File: src/ocd_pkg.sv
// Package: opcode decode types, encodings and timing constants
package ocd_pkg;

	// Opcodes with a fixed meaning in the upper half of the map
	localparam logic [7:0] OPC_TRAP     = 8'ha5;
	localparam logic [7:0] OPC_MUL      = 8'ha4;
	localparam logic [7:0] OPC_COMPARE_JUMP_NOT_EQUAL_IMM = 8'hb4;
	localparam logic [7:0] OPC_INC_DATA_POINTER = 8'ha3;
	localparam logic [7:0] OPC_CPL_C    = 8'hb3;
	localparam logic [7:0] OPC_SWAP     = 8'hc4;
	localparam logic [7:0] OPC_DA       = 8'hd4;
	localparam logic [7:0] OPC_CLR_A    = 8'he4;
	localparam logic [7:0] OPC_CPL_A    = 8'hf4;

	// Field positions inside the opcode byte
	localparam int REG_LSB  = 0;
	localparam int ROW_ABSOLUTE_JUMP_11BIT = 4'h1;

	// External move timing: a write costs one cycle more than a read
	localparam logic [3:0] EXT_WR_EXTRA = 4'h1;
	localparam logic [3:0] EXT_RD_BASE  = 4'h3;
	localparam logic [3:0] EXT_WR_BASE  = 4'h4;

	// Operation classes
	typedef enum logic [5:0] {
		OP_LOWER, OP_SJMP, OP_ABSOLUTE_JUMP_11BIT, OP_ABSOLUTE_CALL_11BIT, OP_ANL_C, OP_ORL_C, OP_MOV_C_BIT,
		OP_MOV_BIT_C, OP_MOVC, OP_DIV, OP_MUL, OP_MOV_DIR, OP_MOV_DATA_POINTER,
		OP_SUBTRACT_WITH_BORROW, OP_INC_DATA_POINTER, OP_TRAP, OP_MOV_IND, OP_MOV_REG, OP_CPL_BIT,
		OP_CPL_C, OP_COMPARE_JUMP_NOT_EQUAL, OP_PUSH, OP_POP, OP_CLR_BIT, OP_SET_BIT, OP_CLR_C,
		OP_SET_C, OP_SWAP, OP_DA, OP_XCH, OP_XCHD, OP_DECREMENT_JUMP_NONZERO, OP_EXT_RD,
		OP_EXT_WR, OP_CLR_A, OP_CPL_A, OP_MOV_A
	} ocd_op_t;

	// Operand source or destination
	typedef enum logic [2:0] {
		OPND_NONE, OPND_REG, OPND_IND, OPND_DIR, OPND_IMM, OPND_DATA_POINTER, OPND_BIT
	} ocd_opnd_t;

	// How carry, overflow and auxiliary carry are updated
	typedef enum logic [2:0] {
		FM_NONE, FM_ALL, FM_MULDIV, FM_CY, FM_CY_SET, FM_CY_CLR, FM_CY_CPL
	} ocd_fmode_t;

	// External move sequencer, Gray along take-address-wait-data
	typedef enum logic [1:0] {
		EX_IDLE = 2'b00,
		EX_ADDR = 2'b01,
		EX_WAIT = 2'b11,
		EX_DATA = 2'b10
	} ocd_ext_st_t;

	// Carry, overflow and auxiliary carry bundle
	typedef struct packed {
		logic carry_flag;
		logic overflow_flag;
		logic aux_carry_flag;
	} ocd_flags_t;

	localparam ocd_flags_t FLAGS_RST = '0;

	// Decoded instruction
	typedef struct packed {
		ocd_op_t    op;
		ocd_opnd_t  opnd;
		logic [2:0] reg_idx;
		logic [2:0] addr_hi;
		ocd_fmode_t fmode;
	} ocd_dec_t;

endpackage

File: src/ocd_decode.sv
// Opcode decoder, flag update and external data move sequencer
`timescale 1ns/100ps

////////////////////////////////////////////////////////////////////////////
// Summary of operation
// - Opcode A5H decodes as a trap into the on-chip debug logic.
// - Executing one instruction overlaps the fetch of the next one.
// - Only flags marked affected update from the result; others hold.
// - Multiply and divide clear carry, take overflow from the result, keep auxiliary carry.
// - Decimal adjust, compare-jump, carry-bit ops: carry only.
// - A4H is multiply accumulator by B; B4H compares immediate, jumps.
// - A3H increments the 16-bit data pointer; B3H complements carry.
// - External reads at E0H, E2H, E3H; writes at F0H, F2H, F3H.
// - C4H swaps accumulator nibbles; D4H decimal adjusts the accumulator.
// - 88H-8FH move register to direct; 98H-9FH subtract with borrow.
// - Row 1H: even high nibble absolute jump, odd absolute call.
// - C8H-CFH exchange accumulator with register; D8H-DFH decrement, jump.
// - C0H pushes a direct byte; D0H pops into a direct byte.
// - C2H clear bit, D2H set bit, B2H complement bit, C3H/D3H carry.
// - E8H-EFH copy register to accumulator; F8H-FFH the reverse.
// - A8H-AFH load register from direct; B8H-BFH compare register, jump.
// - External reads take zero to seven stretch cycles.
// - External writes take one to eight stretch cycles.
// - External read lasts 3 to 10 cycles, write 4 to 11.
module ocd_decode (
	// Clock and reset
	input  wire logic               clk_sys_i,
	input  wire logic               rst_b_i,
	// Fetched opcode
	input  wire logic               instr_valid_i,
	input  wire logic [7:0]         opcode_i,
	// Operand values
	input  wire logic [7:0]         acc_i,
	input  wire logic [15:0]        data_pointer_i,
	input  wire logic [7:0]         r0_i,
	input  wire logic [7:0]         r1_i,
	// Computed flag results of the executing instruction
	input  wire ocd_pkg::ocd_flags_t alu_flags_i,
	// Stretch configuration
	input  wire logic [2:0]         stretch_cfg_i,
	// External data memory read data
	input  wire logic [7:0]         ext_rdata_i,
	// Fetch and execute
	output logic                    fetch_next_o,
	output logic                    busy_o,
	output logic                    exec_valid_o,
	output ocd_pkg::ocd_dec_t       exec_dec_o,
	output logic                    debug_trap_o,
	output ocd_pkg::ocd_flags_t     flags_o,
	// External data memory
	output logic [15:0]             ext_addr_o,
	output logic                    ext_rd_o,
	output logic                    ext_we_o,
	output logic [7:0]              ext_wdata_o,
	output logic                    acc_load_o,
	output logic [7:0]              acc_data_o,
	output logic                    ext_done_o
);

	////////////////////////////////////////////////////////////////////////
	// Decode table for the upper half of the opcode map
	function automatic ocd_pkg::ocd_dec_t decode(input logic [7:0] opc);
		ocd_pkg::ocd_dec_t d;
		d = '{op: ocd_pkg::OP_LOWER, opnd: ocd_pkg::OPND_NONE,
			reg_idx: opc[2:0], addr_hi: opc[7:5], fmode: ocd_pkg::FM_NONE};
		if (opc[3:0] == 4'(ocd_pkg::ROW_ABSOLUTE_JUMP_11BIT))
			d.op = opc[4] ? ocd_pkg::OP_ABSOLUTE_CALL_11BIT : ocd_pkg::OP_ABSOLUTE_JUMP_11BIT;
		else if (opc[7] && opc[3])
		begin
			d.opnd = ocd_pkg::OPND_REG;
			unique case (opc[6:4])
				3'h0: d.op = ocd_pkg::OP_MOV_DIR;
				3'h1: {d.op, d.fmode} = {ocd_pkg::OP_SUBTRACT_WITH_BORROW, ocd_pkg::FM_ALL};
				3'h2: d.op = ocd_pkg::OP_MOV_REG;
				3'h3: {d.op, d.fmode} = {ocd_pkg::OP_COMPARE_JUMP_NOT_EQUAL, ocd_pkg::FM_CY};
				3'h4: d.op = ocd_pkg::OP_XCH;
				3'h5: d.op = ocd_pkg::OP_DECREMENT_JUMP_NONZERO;
				3'h6: d.op = ocd_pkg::OP_MOV_A;
				3'h7: d.op = ocd_pkg::OP_MOV_REG;
			endcase
		end
		else if (opc[7])
		begin
			d.opnd = (opc[3:1] == 3'h3) ? ocd_pkg::OPND_IND
				: ocd_pkg::OPND_DIR;
			unique casez (opc)
				8'h80: d.op = ocd_pkg::OP_SJMP;
				8'h82: {d.op, d.fmode} = {ocd_pkg::OP_ANL_C, ocd_pkg::FM_CY};
				8'h83, 8'h93: d.op = ocd_pkg::OP_MOVC;
				8'h84: {d.op, d.fmode} = {ocd_pkg::OP_DIV, ocd_pkg::FM_MULDIV};
				8'h85, 8'h86, 8'h87: d.op = ocd_pkg::OP_MOV_DIR;
				8'h90: {d.op, d.opnd} = {ocd_pkg::OP_MOV_DATA_POINTER,
					ocd_pkg::OPND_DATA_POINTER};
				8'h92: {d.op, d.opnd} = {ocd_pkg::OP_MOV_BIT_C,
					ocd_pkg::OPND_BIT};
				8'h94, 8'h95, 8'h96, 8'h97:
					{d.op, d.fmode} = {ocd_pkg::OP_SUBTRACT_WITH_BORROW, ocd_pkg::FM_ALL};
				8'ha0, 8'hb0: {d.op, d.fmode, d.opnd} = {(opc[4] ?
					ocd_pkg::OP_ANL_C : ocd_pkg::OP_ORL_C), ocd_pkg::FM_CY,
					ocd_pkg::OPND_BIT};
				8'ha2: {d.op, d.fmode, d.opnd} = {ocd_pkg::OP_MOV_C_BIT,
					ocd_pkg::FM_CY, ocd_pkg::OPND_BIT};
				ocd_pkg::OPC_INC_DATA_POINTER: {d.op, d.opnd} = {
					ocd_pkg::OP_INC_DATA_POINTER, ocd_pkg::OPND_DATA_POINTER};
				ocd_pkg::OPC_MUL: {d.op, d.fmode} = {ocd_pkg::OP_MUL,
					ocd_pkg::FM_MULDIV};
				ocd_pkg::OPC_TRAP: {d.op, d.opnd} = {ocd_pkg::OP_TRAP,
					ocd_pkg::OPND_NONE};
				8'ha6, 8'ha7: d.op = ocd_pkg::OP_MOV_IND;
				8'hb2: {d.op, d.opnd} = {ocd_pkg::OP_CPL_BIT,
					ocd_pkg::OPND_BIT};
				ocd_pkg::OPC_CPL_C: {d.op, d.fmode} = {ocd_pkg::OP_CPL_C,
					ocd_pkg::FM_CY_CPL};
				ocd_pkg::OPC_COMPARE_JUMP_NOT_EQUAL_IMM: {d.op, d.fmode, d.opnd} = {
					ocd_pkg::OP_COMPARE_JUMP_NOT_EQUAL, ocd_pkg::FM_CY,
					ocd_pkg::OPND_IMM};
				8'hb5, 8'hb6, 8'hb7: {d.op, d.fmode} = {ocd_pkg::OP_COMPARE_JUMP_NOT_EQUAL,
					ocd_pkg::FM_CY};
				8'hc0: d.op = ocd_pkg::OP_PUSH;
				8'hd0: d.op = ocd_pkg::OP_POP;
				8'hc2: {d.op, d.opnd} = {ocd_pkg::OP_CLR_BIT,
					ocd_pkg::OPND_BIT};
				8'hd2: {d.op, d.opnd} = {ocd_pkg::OP_SET_BIT,
					ocd_pkg::OPND_BIT};
				8'hc3: {d.op, d.fmode} = {ocd_pkg::OP_CLR_C,
					ocd_pkg::FM_CY_CLR};
				8'hd3: {d.op, d.fmode} = {ocd_pkg::OP_SET_C,
					ocd_pkg::FM_CY_SET};
				ocd_pkg::OPC_SWAP: {d.op, d.opnd} = {ocd_pkg::OP_SWAP,
					ocd_pkg::OPND_NONE};
				ocd_pkg::OPC_DA: {d.op, d.fmode, d.opnd} = {ocd_pkg::OP_DA,
					ocd_pkg::FM_CY, ocd_pkg::OPND_NONE};
				8'hc5, 8'hc6, 8'hc7: d.op = ocd_pkg::OP_XCH;
				8'hd5: d.op = ocd_pkg::OP_DECREMENT_JUMP_NONZERO;
				8'hd6, 8'hd7: d.op = ocd_pkg::OP_XCHD;
				8'he0, 8'he2, 8'he3: {d.op, d.opnd} = {ocd_pkg::OP_EXT_RD,
					(opc[1] ? ocd_pkg::OPND_IND : ocd_pkg::OPND_DATA_POINTER)};
				8'hf0, 8'hf2, 8'hf3: {d.op, d.opnd} = {ocd_pkg::OP_EXT_WR,
					(opc[1] ? ocd_pkg::OPND_IND : ocd_pkg::OPND_DATA_POINTER)};
				ocd_pkg::OPC_CLR_A: {d.op, d.opnd} = {ocd_pkg::OP_CLR_A,
					ocd_pkg::OPND_NONE};
				ocd_pkg::OPC_CPL_A: {d.op, d.opnd} = {ocd_pkg::OP_CPL_A,
					ocd_pkg::OPND_NONE};
				8'he5, 8'he6, 8'he7: d.op = ocd_pkg::OP_MOV_A;
				8'hf5, 8'hf6, 8'hf7: d.op = ocd_pkg::OP_MOV_DIR;
				default: d.op = ocd_pkg::OP_LOWER;
			endcase
		end
		return d;
	endfunction

	////////////////////////////////////////////////////////////////////////
	// Take and execute stage
	ocd_pkg::ocd_ext_st_t ext_st_q, ext_st_d;
	ocd_pkg::ocd_dec_t    dec_w, exec_q;
	ocd_pkg::ocd_flags_t  flags_q, flags_d;
	logic                 take_w, is_rd_w, is_wr_w, exec_valid_q, trap_q;
	logic                 wr_q, acc_load_q, done_q, rd_q, we_q;
	logic [3:0]           cnt_q, cnt_d;
	logic [15:0]          addr_q;
	logic [7:0]           wdata_q, rdata_q;
	logic [7:0]           ind_w;

	// An opcode is taken while no external move holds the core
	assign dec_w        = decode(opcode_i);
	assign take_w       = instr_valid_i && (ext_st_q == ocd_pkg::EX_IDLE);
	assign fetch_next_o = take_w;
	assign busy_o       = (ext_st_q != ocd_pkg::EX_IDLE);
	assign is_rd_w      = take_w && (dec_w.op == ocd_pkg::OP_EXT_RD);
	assign is_wr_w      = take_w && (dec_w.op == ocd_pkg::OP_EXT_WR);
	assign ind_w        = opcode_i[0] ? r1_i : r0_i;

	// Decoded word is executed in the cycle that fetches the next opcode
	always_ff @(posedge clk_sys_i or negedge rst_b_i)
	begin
		if (!rst_b_i)
		begin
			exec_valid_q <= 1'b0;
			exec_q       <= '0;
			trap_q       <= 1'b0;
		end
		else
		begin
			exec_valid_q <= take_w;
			exec_q       <= take_w ? dec_w : exec_q;
			trap_q       <= take_w && (dec_w.op == ocd_pkg::OP_TRAP);
		end
	end

	////////////////////////////////////////////////////////////////////////
	// Carry, overflow and auxiliary carry update
	always_comb
	begin
		flags_d = flags_q;
		if (exec_valid_q)
		begin
			unique case (exec_q.fmode)
				ocd_pkg::FM_NONE:   flags_d = flags_q;
				ocd_pkg::FM_ALL:    flags_d = alu_flags_i;
				ocd_pkg::FM_MULDIV:
				begin
					flags_d.carry_flag    = 1'b0;
					flags_d.overflow_flag = alu_flags_i.overflow_flag;
				end
				ocd_pkg::FM_CY:
					flags_d.carry_flag = alu_flags_i.carry_flag;
				ocd_pkg::FM_CY_SET: flags_d.carry_flag = 1'b1;
				ocd_pkg::FM_CY_CLR: flags_d.carry_flag = 1'b0;
				ocd_pkg::FM_CY_CPL:
					flags_d.carry_flag = ~flags_q.carry_flag;
				default:            flags_d = flags_q;
			endcase
		end
	end

	// Flag register
	always_ff @(posedge clk_sys_i or negedge rst_b_i)
	begin
		if (!rst_b_i)
			flags_q <= ocd_pkg::FLAGS_RST;
		else
			flags_q <= flags_d;
	end

	////////////////////////////////////////////////////////////////////////
	// External data move sequencer
	always_comb
	begin
		ext_st_d = ext_st_q;
		cnt_d    = cnt_q;
		unique case (ext_st_q)
			ocd_pkg::EX_IDLE:
			begin
				if (is_rd_w || is_wr_w)
				begin
					ext_st_d = ocd_pkg::EX_ADDR;
					cnt_d    = {1'b0, stretch_cfg_i} +
						(is_wr_w ? ocd_pkg::EXT_WR_EXTRA : 4'h0);
				end
			end
			ocd_pkg::EX_ADDR:
				ext_st_d = (cnt_q == 4'h0) ? ocd_pkg::EX_DATA
					: ocd_pkg::EX_WAIT;
			ocd_pkg::EX_WAIT:
			begin
				cnt_d = cnt_q - 4'h1;
				if (cnt_q == 4'h1)
					ext_st_d = ocd_pkg::EX_DATA;
			end
			ocd_pkg::EX_DATA:   ext_st_d = ocd_pkg::EX_IDLE;
		endcase
	end

	// Sequencer state, address, strobes and captured read data
	always_ff @(posedge clk_sys_i or negedge rst_b_i)
	begin
		if (!rst_b_i)
		begin
			ext_st_q   <= ocd_pkg::EX_IDLE;
			cnt_q      <= 4'h0;
			addr_q     <= 16'h0000;
			wdata_q    <= 8'h00;
			wr_q       <= 1'b0;
			rd_q       <= 1'b0;
			we_q       <= 1'b0;
			rdata_q    <= 8'h00;
			acc_load_q <= 1'b0;
			done_q     <= 1'b0;
		end
		else
		begin
			ext_st_q <= ext_st_d;
			cnt_q    <= cnt_d;
			if (is_rd_w || is_wr_w)
			begin
				addr_q  <= dec_w.opnd == ocd_pkg::OPND_DATA_POINTER ? data_pointer_i
					: {8'h00, ind_w};
				wdata_q <= acc_i;
				wr_q    <= is_wr_w;
			end
			rd_q       <= (ext_st_d != ocd_pkg::EX_IDLE) &&
				(ext_st_q == ocd_pkg::EX_IDLE ? is_rd_w : !wr_q);
			we_q       <= (ext_st_d != ocd_pkg::EX_IDLE) &&
				(ext_st_q == ocd_pkg::EX_IDLE ? is_wr_w : wr_q);
			rdata_q    <= (ext_st_q == ocd_pkg::EX_DATA && !wr_q)
				? ext_rdata_i : rdata_q;
			acc_load_q <= (ext_st_q == ocd_pkg::EX_DATA) && !wr_q;
			done_q     <= (ext_st_q == ocd_pkg::EX_DATA);
		end
	end

	// Output drive
	assign exec_valid_o = exec_valid_q;
	assign exec_dec_o   = exec_q;
	assign debug_trap_o = trap_q;
	assign flags_o      = flags_q;
	assign ext_addr_o   = addr_q;
	assign ext_rd_o     = rd_q;
	assign ext_we_o     = we_q;
	assign ext_wdata_o  = wdata_q;
	assign acc_load_o   = acc_load_q;
	assign acc_data_o   = rdata_q;
	assign ext_done_o   = done_q;

	////////////////////////////////////////////////////////////////////////
	// Checks: move length measured from the take cycle
	logic [3:0] len_q;
	logic [2:0] str_q;
	always_ff @(posedge clk_sys_i or negedge rst_b_i)
	begin
		if (!rst_b_i)
		begin
			len_q <= 4'h0;
			str_q <= 3'h0;
		end
		else
		begin
			len_q <= take_w ? 4'h1 : len_q + 4'h1;
			str_q <= (is_rd_w || is_wr_w) ? stretch_cfg_i : str_q;
		end
	end

	property p_trap;
		@(posedge clk_sys_i) disable iff (!rst_b_i)
		take_w && opcode_i == ocd_pkg::OPC_TRAP |=> debug_trap_o;
	endproperty
	a_trap: assert property (p_trap) else $error("trap not raised");

	property p_overlap;
		@(posedge clk_sys_i) disable iff (!rst_b_i)
		take_w |=> exec_valid_o && exec_dec_o == $past(dec_w);
	endproperty
	a_overlap: assert property (p_overlap) else $error("exec lag");

	property p_noflag;
		@(posedge clk_sys_i) disable iff (!rst_b_i)
		exec_valid_o && exec_dec_o.fmode == ocd_pkg::FM_NONE
		|=> $stable(flags_o);
	endproperty
	a_noflag: assert property (p_noflag) else $error("flags moved");

	property p_muldiv;
		@(posedge clk_sys_i) disable iff (!rst_b_i)
		exec_valid_o && exec_dec_o.fmode == ocd_pkg::FM_MULDIV
		|=> !flags_o.carry_flag && $stable(flags_o.aux_carry_flag)
		&& flags_o.overflow_flag == $past(alu_flags_i.overflow_flag);
	endproperty
	a_muldiv: assert property (p_muldiv) else $error("mul flags");

	property p_cyonly;
		@(posedge clk_sys_i) disable iff (!rst_b_i)
		exec_valid_o && exec_dec_o.fmode == ocd_pkg::FM_CY
		|=> $stable(flags_o.overflow_flag) && $stable(flags_o.aux_carry_flag)
		&& flags_o.carry_flag == $past(alu_flags_i.carry_flag);
	endproperty
	a_cyonly: assert property (p_cyonly) else $error("carry only");

	property p_rd_len;
		@(posedge clk_sys_i) disable iff (!rst_b_i)
		acc_load_o |-> len_q == ocd_pkg::EXT_RD_BASE + {1'b0, str_q};
	endproperty
	a_rd_len: assert property (p_rd_len) else $error("read length");

	property p_wr_len;
		@(posedge clk_sys_i) disable iff (!rst_b_i)
		ext_done_o && !acc_load_o
		|-> len_q == ocd_pkg::EXT_WR_BASE + {1'b0, str_q};
	endproperty
	a_wr_len: assert property (p_wr_len) else $error("write length");

	property p_wr_strobe;
		@(posedge clk_sys_i) disable iff (!rst_b_i)
		is_wr_w |=> ext_we_o && !ext_rd_o;
	endproperty
	a_wr_strobe: assert property (p_wr_strobe) else $error("we");

	property p_busy;
		@(posedge clk_sys_i) disable iff (!rst_b_i)
		is_rd_w |=> busy_o [*2];
	endproperty
	a_busy: assert property (p_busy) else $error("stall short");

	property p_absolute_jump_11bit;
		@(posedge clk_sys_i) disable iff (!rst_b_i)
		take_w && opcode_i[3:0] == 4'h1 |=> exec_dec_o.addr_hi
		== $past(opcode_i[7:5]) && (exec_dec_o.op == ocd_pkg::OP_ABSOLUTE_CALL_11BIT)
		== $past(opcode_i[4]);
	endproperty
	a_absolute_jump_11bit: assert property (p_absolute_jump_11bit) else $error("abs jump");

	c_trap: cover property (@(posedge clk_sys_i) debug_trap_o);
	c_rd7: cover property (@(posedge clk_sys_i) acc_load_o && str_q == 3'h7);
	c_wr0: cover property (@(posedge clk_sys_i)
		ext_done_o && !acc_load_o && str_q == 3'h0);
	c_mul: cover property (@(posedge clk_sys_i)
		exec_valid_o && exec_dec_o.op == ocd_pkg::OP_MUL);

endmodule

File: config.mk
export PLATFORM = sky130hd
export DESIGN_NAME = ocd_decode
export DESIGN_NICKNAME = d
export VERILOG_FILES = /design/src/ocd_pkg.sv /design/src/ocd_decode.sv
export SDC_FILE = /design/constraint.sdc
export NUM_CORES = 1
export LEC_CHECK = 0
export ABC_AREA = 1
export BUFFER_PORTS_ARGS = -buffer_cell sky130_fd_sc_hd__buf_2
export CAP_MARGIN = 5
export CORE_MARGIN = 5
export CORE_UTILIZATION = 55
export DETAILED_ROUTE_END_ITERATION = 8
export PLACE_DENSITY = 0.86
export SYNTH_ARGS = -nofsm -noshare
export SYNTH_HDL_FRONTEND = slang
export SYNTH_SLANG_ARGS = --single-unit
File: constraint.sdc
create_clock -name clk_sys_i -period 5.1 [get_ports clk_sys_i]
set_input_delay 1.02 -clock clk_sys_i [delete_from_list [all_inputs] [get_ports clk_sys_i]]
set_output_delay 1.02 -clock clk_sys_i [all_outputs]
set_load 0.03 [all_outputs]
==> results_dict.tcl, run 1 <==
set metrics [dict create \
    drv_slew 0 \
    critPathArrivalTime_ns 3.35 \
    min-delay-start "ext_wdata_o[7]$_DFFE_PN0P_" \
    overflow 0 \
    fin_util_pct 68.8 \
    synth_edf_count 0 \
    syn_inst 514 \
    drc_errors 0 \
    hpwlAfterDp_um 8900 \
    clock_latency_ns 0.34 \
    synth_cell_types 40 \
    async_flop_share_pct 100 \
    cpMostUsedCell "nand2_1" \
    cts_buffers 9 \
    cp_cell_sequence "buf_2 -> inv_2 -> nand3_1 -> inv_2 -> nand2_1 -> nand2_1 -> inv_1 -> nand2_1 -> nor2_1 -> nand3_1 -> nand2_1 -> nand2_1 -> nor3_2 -> ha_1 -> ha_1 -> nand2_1 -> o21ai_0 -> nand2_1 -> o21ai_0" \
    period_minus_slack_ns 3.14 \
    grt_max_degree 67 \
    p_leak_nw 2.70 \
    cp-end-kind "register" \
    ys_warn_count 0 \
    nNetsFinal 708 \
    gp_congestion 1.06 \
    die_h_um 92.8 \
    critical_path.startpoint "opcode_i[0]" \
    cp.required_ns 5.31 \
    avgViaCountPerCell 5.40 \
    max_slew.worst_pin.slew_ns 0.817 \
    routedWlPerCell_um 15.7 \
    worstPathMaxFanout 12 \
    tritoncts "done" \
    drive_gt1_share_pct 28.8 \
    ios 126 \
    synthFlopType "dfrtp_1" \
    die_area_um2 8610 \
    path_class "input pin to register" \
    slowest_stage "buf_2" \
    tns_ns 0 \
    finalCritPeriodShare_pct 61.6 \
    p_per_area_nw_per_um2 469 \
    cts_hold_buf 0 \
    n_antenna_cell 0 \
    outcome "completed" \
    drtPass1Iterations 5 \
    clk_pin_slew_worst_paths_ns 0.08 \
    relSlewSlack_pct 45.5 \
    fmaxAchievable_mhz 319 \
    post_cts_buffers 0 \
    num-fill-cells 558 \
    layout.cells.most_common_list "187 x nand2_1, 125 x buf_2, 66 x dfrtp_1" \
    area.growth.synth_to_final_pct 22.5 \
    slowest_delay_ns 0.26 \
    skew_ns 0.0117 \
    wirelength_um 11300 \
    hold_class "register to register" \
    r2r-start "ext_st_q[0]$_DFF_PN0_" \
    cts.path.max_buffers 2 \
    start_kind "input pin" \
    final_common_cell "nand2_1" \
    synth_nets 584 \
    grt_use_total_pct 26.8 \
    vias 3905 \
    grt_pass1_vias 3893 \
    htreeDepth 3 \
    drt_iter0_drc 179 \
    core_area_um2 6720 \
    avgSynthCellArea_um2 7.33 \
    grt_first_pass_wirelength_um 18400 \
    cts-root-buf "clkbuf_8" \
    setup_viol_count_final 0 \
    final_hold_viol_count 0 \
    port_buffers 125 \
    rsz0062_at_grt "no" \
    fp-row-count 30 \
    antenna_found_initial 0 \
    critical_path.top_delay_family "simple AND/OR/NAND/NOR gates" \
    antenna_left 0 \
    die_w_um 92.8 \
    start_util_pct 56.1 \
    drv_cap 0 \
    clock-sinks 66 \
    yosys_register_bits 66 \
    post_cts_resized 0 \
    ir_drop_uv 353 \
    cp.buffers_inverters 4 \
    ys_seq_area_share_pct 43.8 \
    netlist_area_um2 3770 \
]
==> report_power, final <==
group          total, mW  switching, mW  internal [mW]
clock network      0.441          0.201          0.240
registers          0.806          0.103          0.703
logic              0.919          0.659          0.260
total               2.17          0.964           1.20
==> cell families after synthesis <==
kind of cell | after synthesis | share of synthesized area, %
muxes | 2 | 0.597
DFF | 66 | 43.8
and+or+nand+nor | 316 | 35.8
adders and majority gates | 5 | 1.66
xor gates and xnor gates | 2 | 0.465
buffers and inverters | 61 | 7.24
AOI/OAI and AO/OA | 62 | 10.4
==> cells in the mapped netlist (2+ instances only) <==
cell / count / area share (%)
nand4_1: 9 / 1.5
dfrtp_1: 66 / 44
o31ai_2: 4 / 1.3
nand2_2: 8 / 1.3
ha_1: 5 / 1.7
o21ai_0: 35 / 4.6
buf_2: 3 / 0.40
nor2_1: 62 / 6.2
buf_4: 4 / 0.80
nand3_1: 31 / 4.1
clkbuf_1: 3 / 0.30
inv_1: 34 / 3.4
o211ai_1: 3 / 0.60
a21oi_1: 7 / 0.93
nand2_4: 4 / 1.2
buf_6: 3 / 0.90
nor2_4: 3 / 0.90
nor2_2: 5 / 0.83
inv_2: 11 / 1.1
mux2_2: 2 / 0.60
a31oi_1: 2 / 0.33
nor3_1: 3 / 0.40
nand2_1: 187 / 19
o31ai_1: 4 / 0.80
==> worst register-to-register path: cells and delay by family, from the launching register on <==
kind,cells,cell delay (ns)
buffers and inverters,3,1.09
DFF,1,0.47
and+or+nand+nor,6,1.01
==> registers in the layout, summed over array words and instances, names as in the netlist <==
signal / flops
flags_o: 3
ext_rd_o: 1
cnt_q: 4
ext_addr_o: 16
exec_valid_o: 1
exec_dec_o: 18
debug_trap_o: 1
acc_data_o: 8
ext_done_o: 1
ext_wdata_o: 8
acc_load_o: 1
wr_q: 1
ext_we_o: 1
ext_st_q: 2
==> final timing paths <==
path / end / slack (ns) / cells past startpoint
max: cnt_q[1]$_DFFE_PN0P_ / 1.96 / 19
min: ext_wdata_o[7]$_DFFE_PN0P_ / 0.47 / 2
max reg2reg: ext_addr_o[15]$_DFFE_PN0P_ / 2.41 / 9
min reg2reg: ext_wdata_o[7]$_DFFE_PN0P_ / 0.47 / 2
max in group asynchronous: acc_data_o[7]$_DFFE_PN0P_ / 3.70 / 2
min in group asynchronous: ext_addr_o[8]$_DFFE_PN0P_ / 0.86 / 2
==> through the flow <==
| stage | instances | area, µm² | hold WS [ns] | power [mW] | worst slack (ns) |
|---|---|---|---|---|---|
| final | 723 | 4620 | 0.472 | 2.17 | 1.96 |
| after global routing | 723 | 4620 | 0.506 | 2.30 | 1.69 |
| after CTS | 723 | 4620 | 0.477 | 2.18 | 1.96 |
| after detailed placement | 707 | 4420 | 0.459 | 1.74 | 1.61 |
| after global placement | 707 | 4420 | 0.450 | 1.71 | 1.60 |
| after floorplan | 514 | 3770 | 0.525 | 1.43 | 2.25 |
==> routing by layer <==
metal | GRT usage (%) | routed length, µm
met1 | 33.1 | 4560
met2 | 45.4 | 5350
met3 | 5.04 | 1030
met4 | 12.5 | 385
met5 | 0 | 0
==> area by class of cell <==
| type | count | area (µm²) | area share, % |
|---|---|---|---|
| multi-input cells | 387 | 1850 | 40.0 |
| flip-flops and latches | 66 | 1650 | 35.8 |
| repair buffers | 127 | 641 | 13.9 |
| inverters | 47 | 179 | 3.87 |
| clock buffers | 10 | 138 | 2.98 |
| well taps | 80 | 100 | 2.17 |
| clock inverters | 6 | 65.1 | 1.41 |
Note: power is estimated with default switching activity, not from simulation.
==> run 2: changes to the inputs <==
Settings changed: CORE_UTILIZATION 55 to 46, PLACE_DENSITY 0.86 to 0.77.
Clock period 5.1 ns to 2.6 ns, I/O delays scaled along.
==> run 2 against run 1 <==
Compared with the run above:
- clock power grew 98%
- count of clock-buffer cells in the layout is the same
- flip-flop and latch count is the same
- via count grew 3.6%
- final cell count grew 11%
- sequential share of layout area shrank 3.5 points
- critical endpoint unchanged
- worst setup slack lost 1.8 ns
- largest power group unchanged
- critical path type unchanged
==> results_dict.tcl, run 2 (synthesis gave the netlist of run 1 again) <==
set metrics [dict create \
    outcome "completed" \
    cts.path.max_buffers 2 \
    routedWlPerCell_um 15.0 \
    drc_errors 0 \
    worstPathMaxFanout 4 \
    htreeDepth 3 \
    drv_cap 0 \
    met2_usage_pct 39.8 \
    drt_iter0_drc 206 \
    nNetsFinal 763 \
    fmaxAchievable_mhz 411 \
    whs_ns 0.127 \
    grt_first_pass_wirelength_um 19300 \
    clkPwrFrac_pct 20.3 \
    final_area_um2 5120 \
    vias 4046 \
    die_area_um2 10100 \
    placed_cells 786 \
    skew_ns 0.00748 \
    cp.required_ns 2.82 \
    grt_busiest_layer "met2" \
    num-fill-cells 707 \
    gp_congestion 0.989 \
    ir_drop_uv 473 \
    critPathArrivalTime_ns 2.66 \
    final_common_cell "nand2_1" \
    worst-r2r-setup-slack_ns 0.70 \
    start_kind "input pin" \
    wirelength_um 12000 \
    fp-row-count 33 \
    clock-sinks 66 \
    port_buffers 125 \
    grt_use_met1_pct 31.1 \
    relSlewSlack_pct 52.5 \
    setup_viol_count_final 0 \
    clock_latency_ns 0.35 \
    n_antenna_cell 0 \
    die_h_um 101 \
    hpwlAfterDp_um 9740 \
    grt_use_total_pct 24.2 \
    grt_max_degree 27 \
    r2r_cells 11 \
    cts_buffers 9 \
    overflow 0 \
    cts-root-buf "clkbuf_8" \
    finalCritPeriodShare_pct 93.5 \
    area.growth.synth_to_final_pct 35.9 \
    r2r-start "ext_st_q[0]$_DFF_PN0_" \
    largest_reg_flops 18 \
    hold_class "input pin to async pin" \
    power_frac_seq_pct 36.4 \
    p_int_mw 2.41 \
    tritoncts "done" \
    crit-reg2reg-capture "cnt_q[1]$_DFFE_PN0P_" \
    power.total_mw 4.31 \
    clk_pin_slew_worst_paths_ns 0.07 \
    antenna_left 0 \
    layout.cells.most_common_list "179 x nand2_1, 125 x buf_2, 66 x dfrtp_1" \
    core_area_um2 8090 \
    gr-usage-met3_pct 3.74 \
    cp-end-kind "register" \
    start_util_pct 46.6 \
    seq_area_um2 1650 \
    drv_slew 0 \
    critical_path.startpoint "opcode_i[2]" \
    switching_share_pct 44.0 \
    p_switching_mw 1.90 \
    ios 126 \
    drive_gt1_share_pct 36.4 \
    p_leak_nw 2.98 \
    placed_cell_area_um2 4850 \
    path_class "input pin to register" \
    combPwrFrac_pct 43.3 \
    antenna_found_initial 0 \
    die_w_um 101 \
    avgViaCountPerCell 5.04 \
    p_per_area_nw_per_um2 841 \
    fin_cells 803 \
    drtPass1Iterations 6 \
    period_minus_slack_ns 2.43 \
    grt_pass1_vias 3890 \
    fin_util_pct 63.3 \
    multi_input_comb_area_um2 1910 \
    max_slew.worst_pin.slew_ns 0.711 \
    final_hold_viol_count 0 \
]
## run 2: cell type report
class,instances,share of cell area (%)
Clock buffer,10,2.69
Clock inverter,6,1.27
Inverter,47,3.49
Multi-Input combinational cell,387,37.2
Sequential cell,66,32.2
Tap cell,105,2.56
Timing Repair Buffer,182,20.6
## run 2: worst max-delay path by stage
stage                                      end  slack [ns]  cells past startpoint
final                     cnt_q[1]$_DFFE_PN0P_        0.17                     19
after global routing      cnt_q[1]$_DFFE_PN0P_      -0.007                     18
after CTS                 cnt_q[1]$_DFFE_PN0P_        0.06                     19
after floorplan           cnt_q[2]$_DFFE_PN0P_        0.25                     19
after global placement    cnt_q[2]$_DFFE_PN0P_       -0.32                     19
after detailed placement  cnt_q[1]$_DFFE_PN0P_       -0.31                     19
## run 2: power by group through the flow
stage	clock, mW	sequential [mW]	combinational [mW]
CTS	0.897	1.57	1.88
detailed placement	0	1.59	1.87
finish	0.873	1.57	1.87
floorplan	0	2.20	0.600
global placement	0	1.58	1.84
global route	0.946	1.61	2.02
## run 2: critical path, stage by stage
cell	delay (ns)
buf_2	0.12
inv_1	0.07
nor2_1	0.05
buf_4	0.16
nand2_2	0.08
inv_2	0.05
nand2_1	0.11
nand2_1	0.08
a21oi_1	0.20
nand4_1	0.13
nand2_1	0.10
nand2_1	0.07
nor3_2	0.18
ha_2	0.20
ha_1	0.22
nand2_1	0.07
o21ai_0	0.08
nand2_1	0.08
o21ai_0	0.08
## run 2: repair_timing
item                       CTS  global route
setup endpoints to repair    0             2
buffers inserted             0             1
hold buffers                 0             0
gates resized for setup      0            18
## run 2: stage by stage
stage / TNS (ns) / setup WS [ns]
6_report: 0 / 0.168
5_1_grt: -0.00725 / -0.00725
4_1_cts: 0 / 0.0613
3_5_place_dp: -0.700 / -0.305
3_3_place_gp: -0.755 / -0.324
2_1_floorplan: 0 / 0.252
## run 2: routing by layer
metal | routed length, µm | vias up
met5 | 0 | -
met2 | 5580 | 152
met1 | 5020 | 1846
li1 | - | 2010
met3 | 915 | 38
met4 | 490 | 0
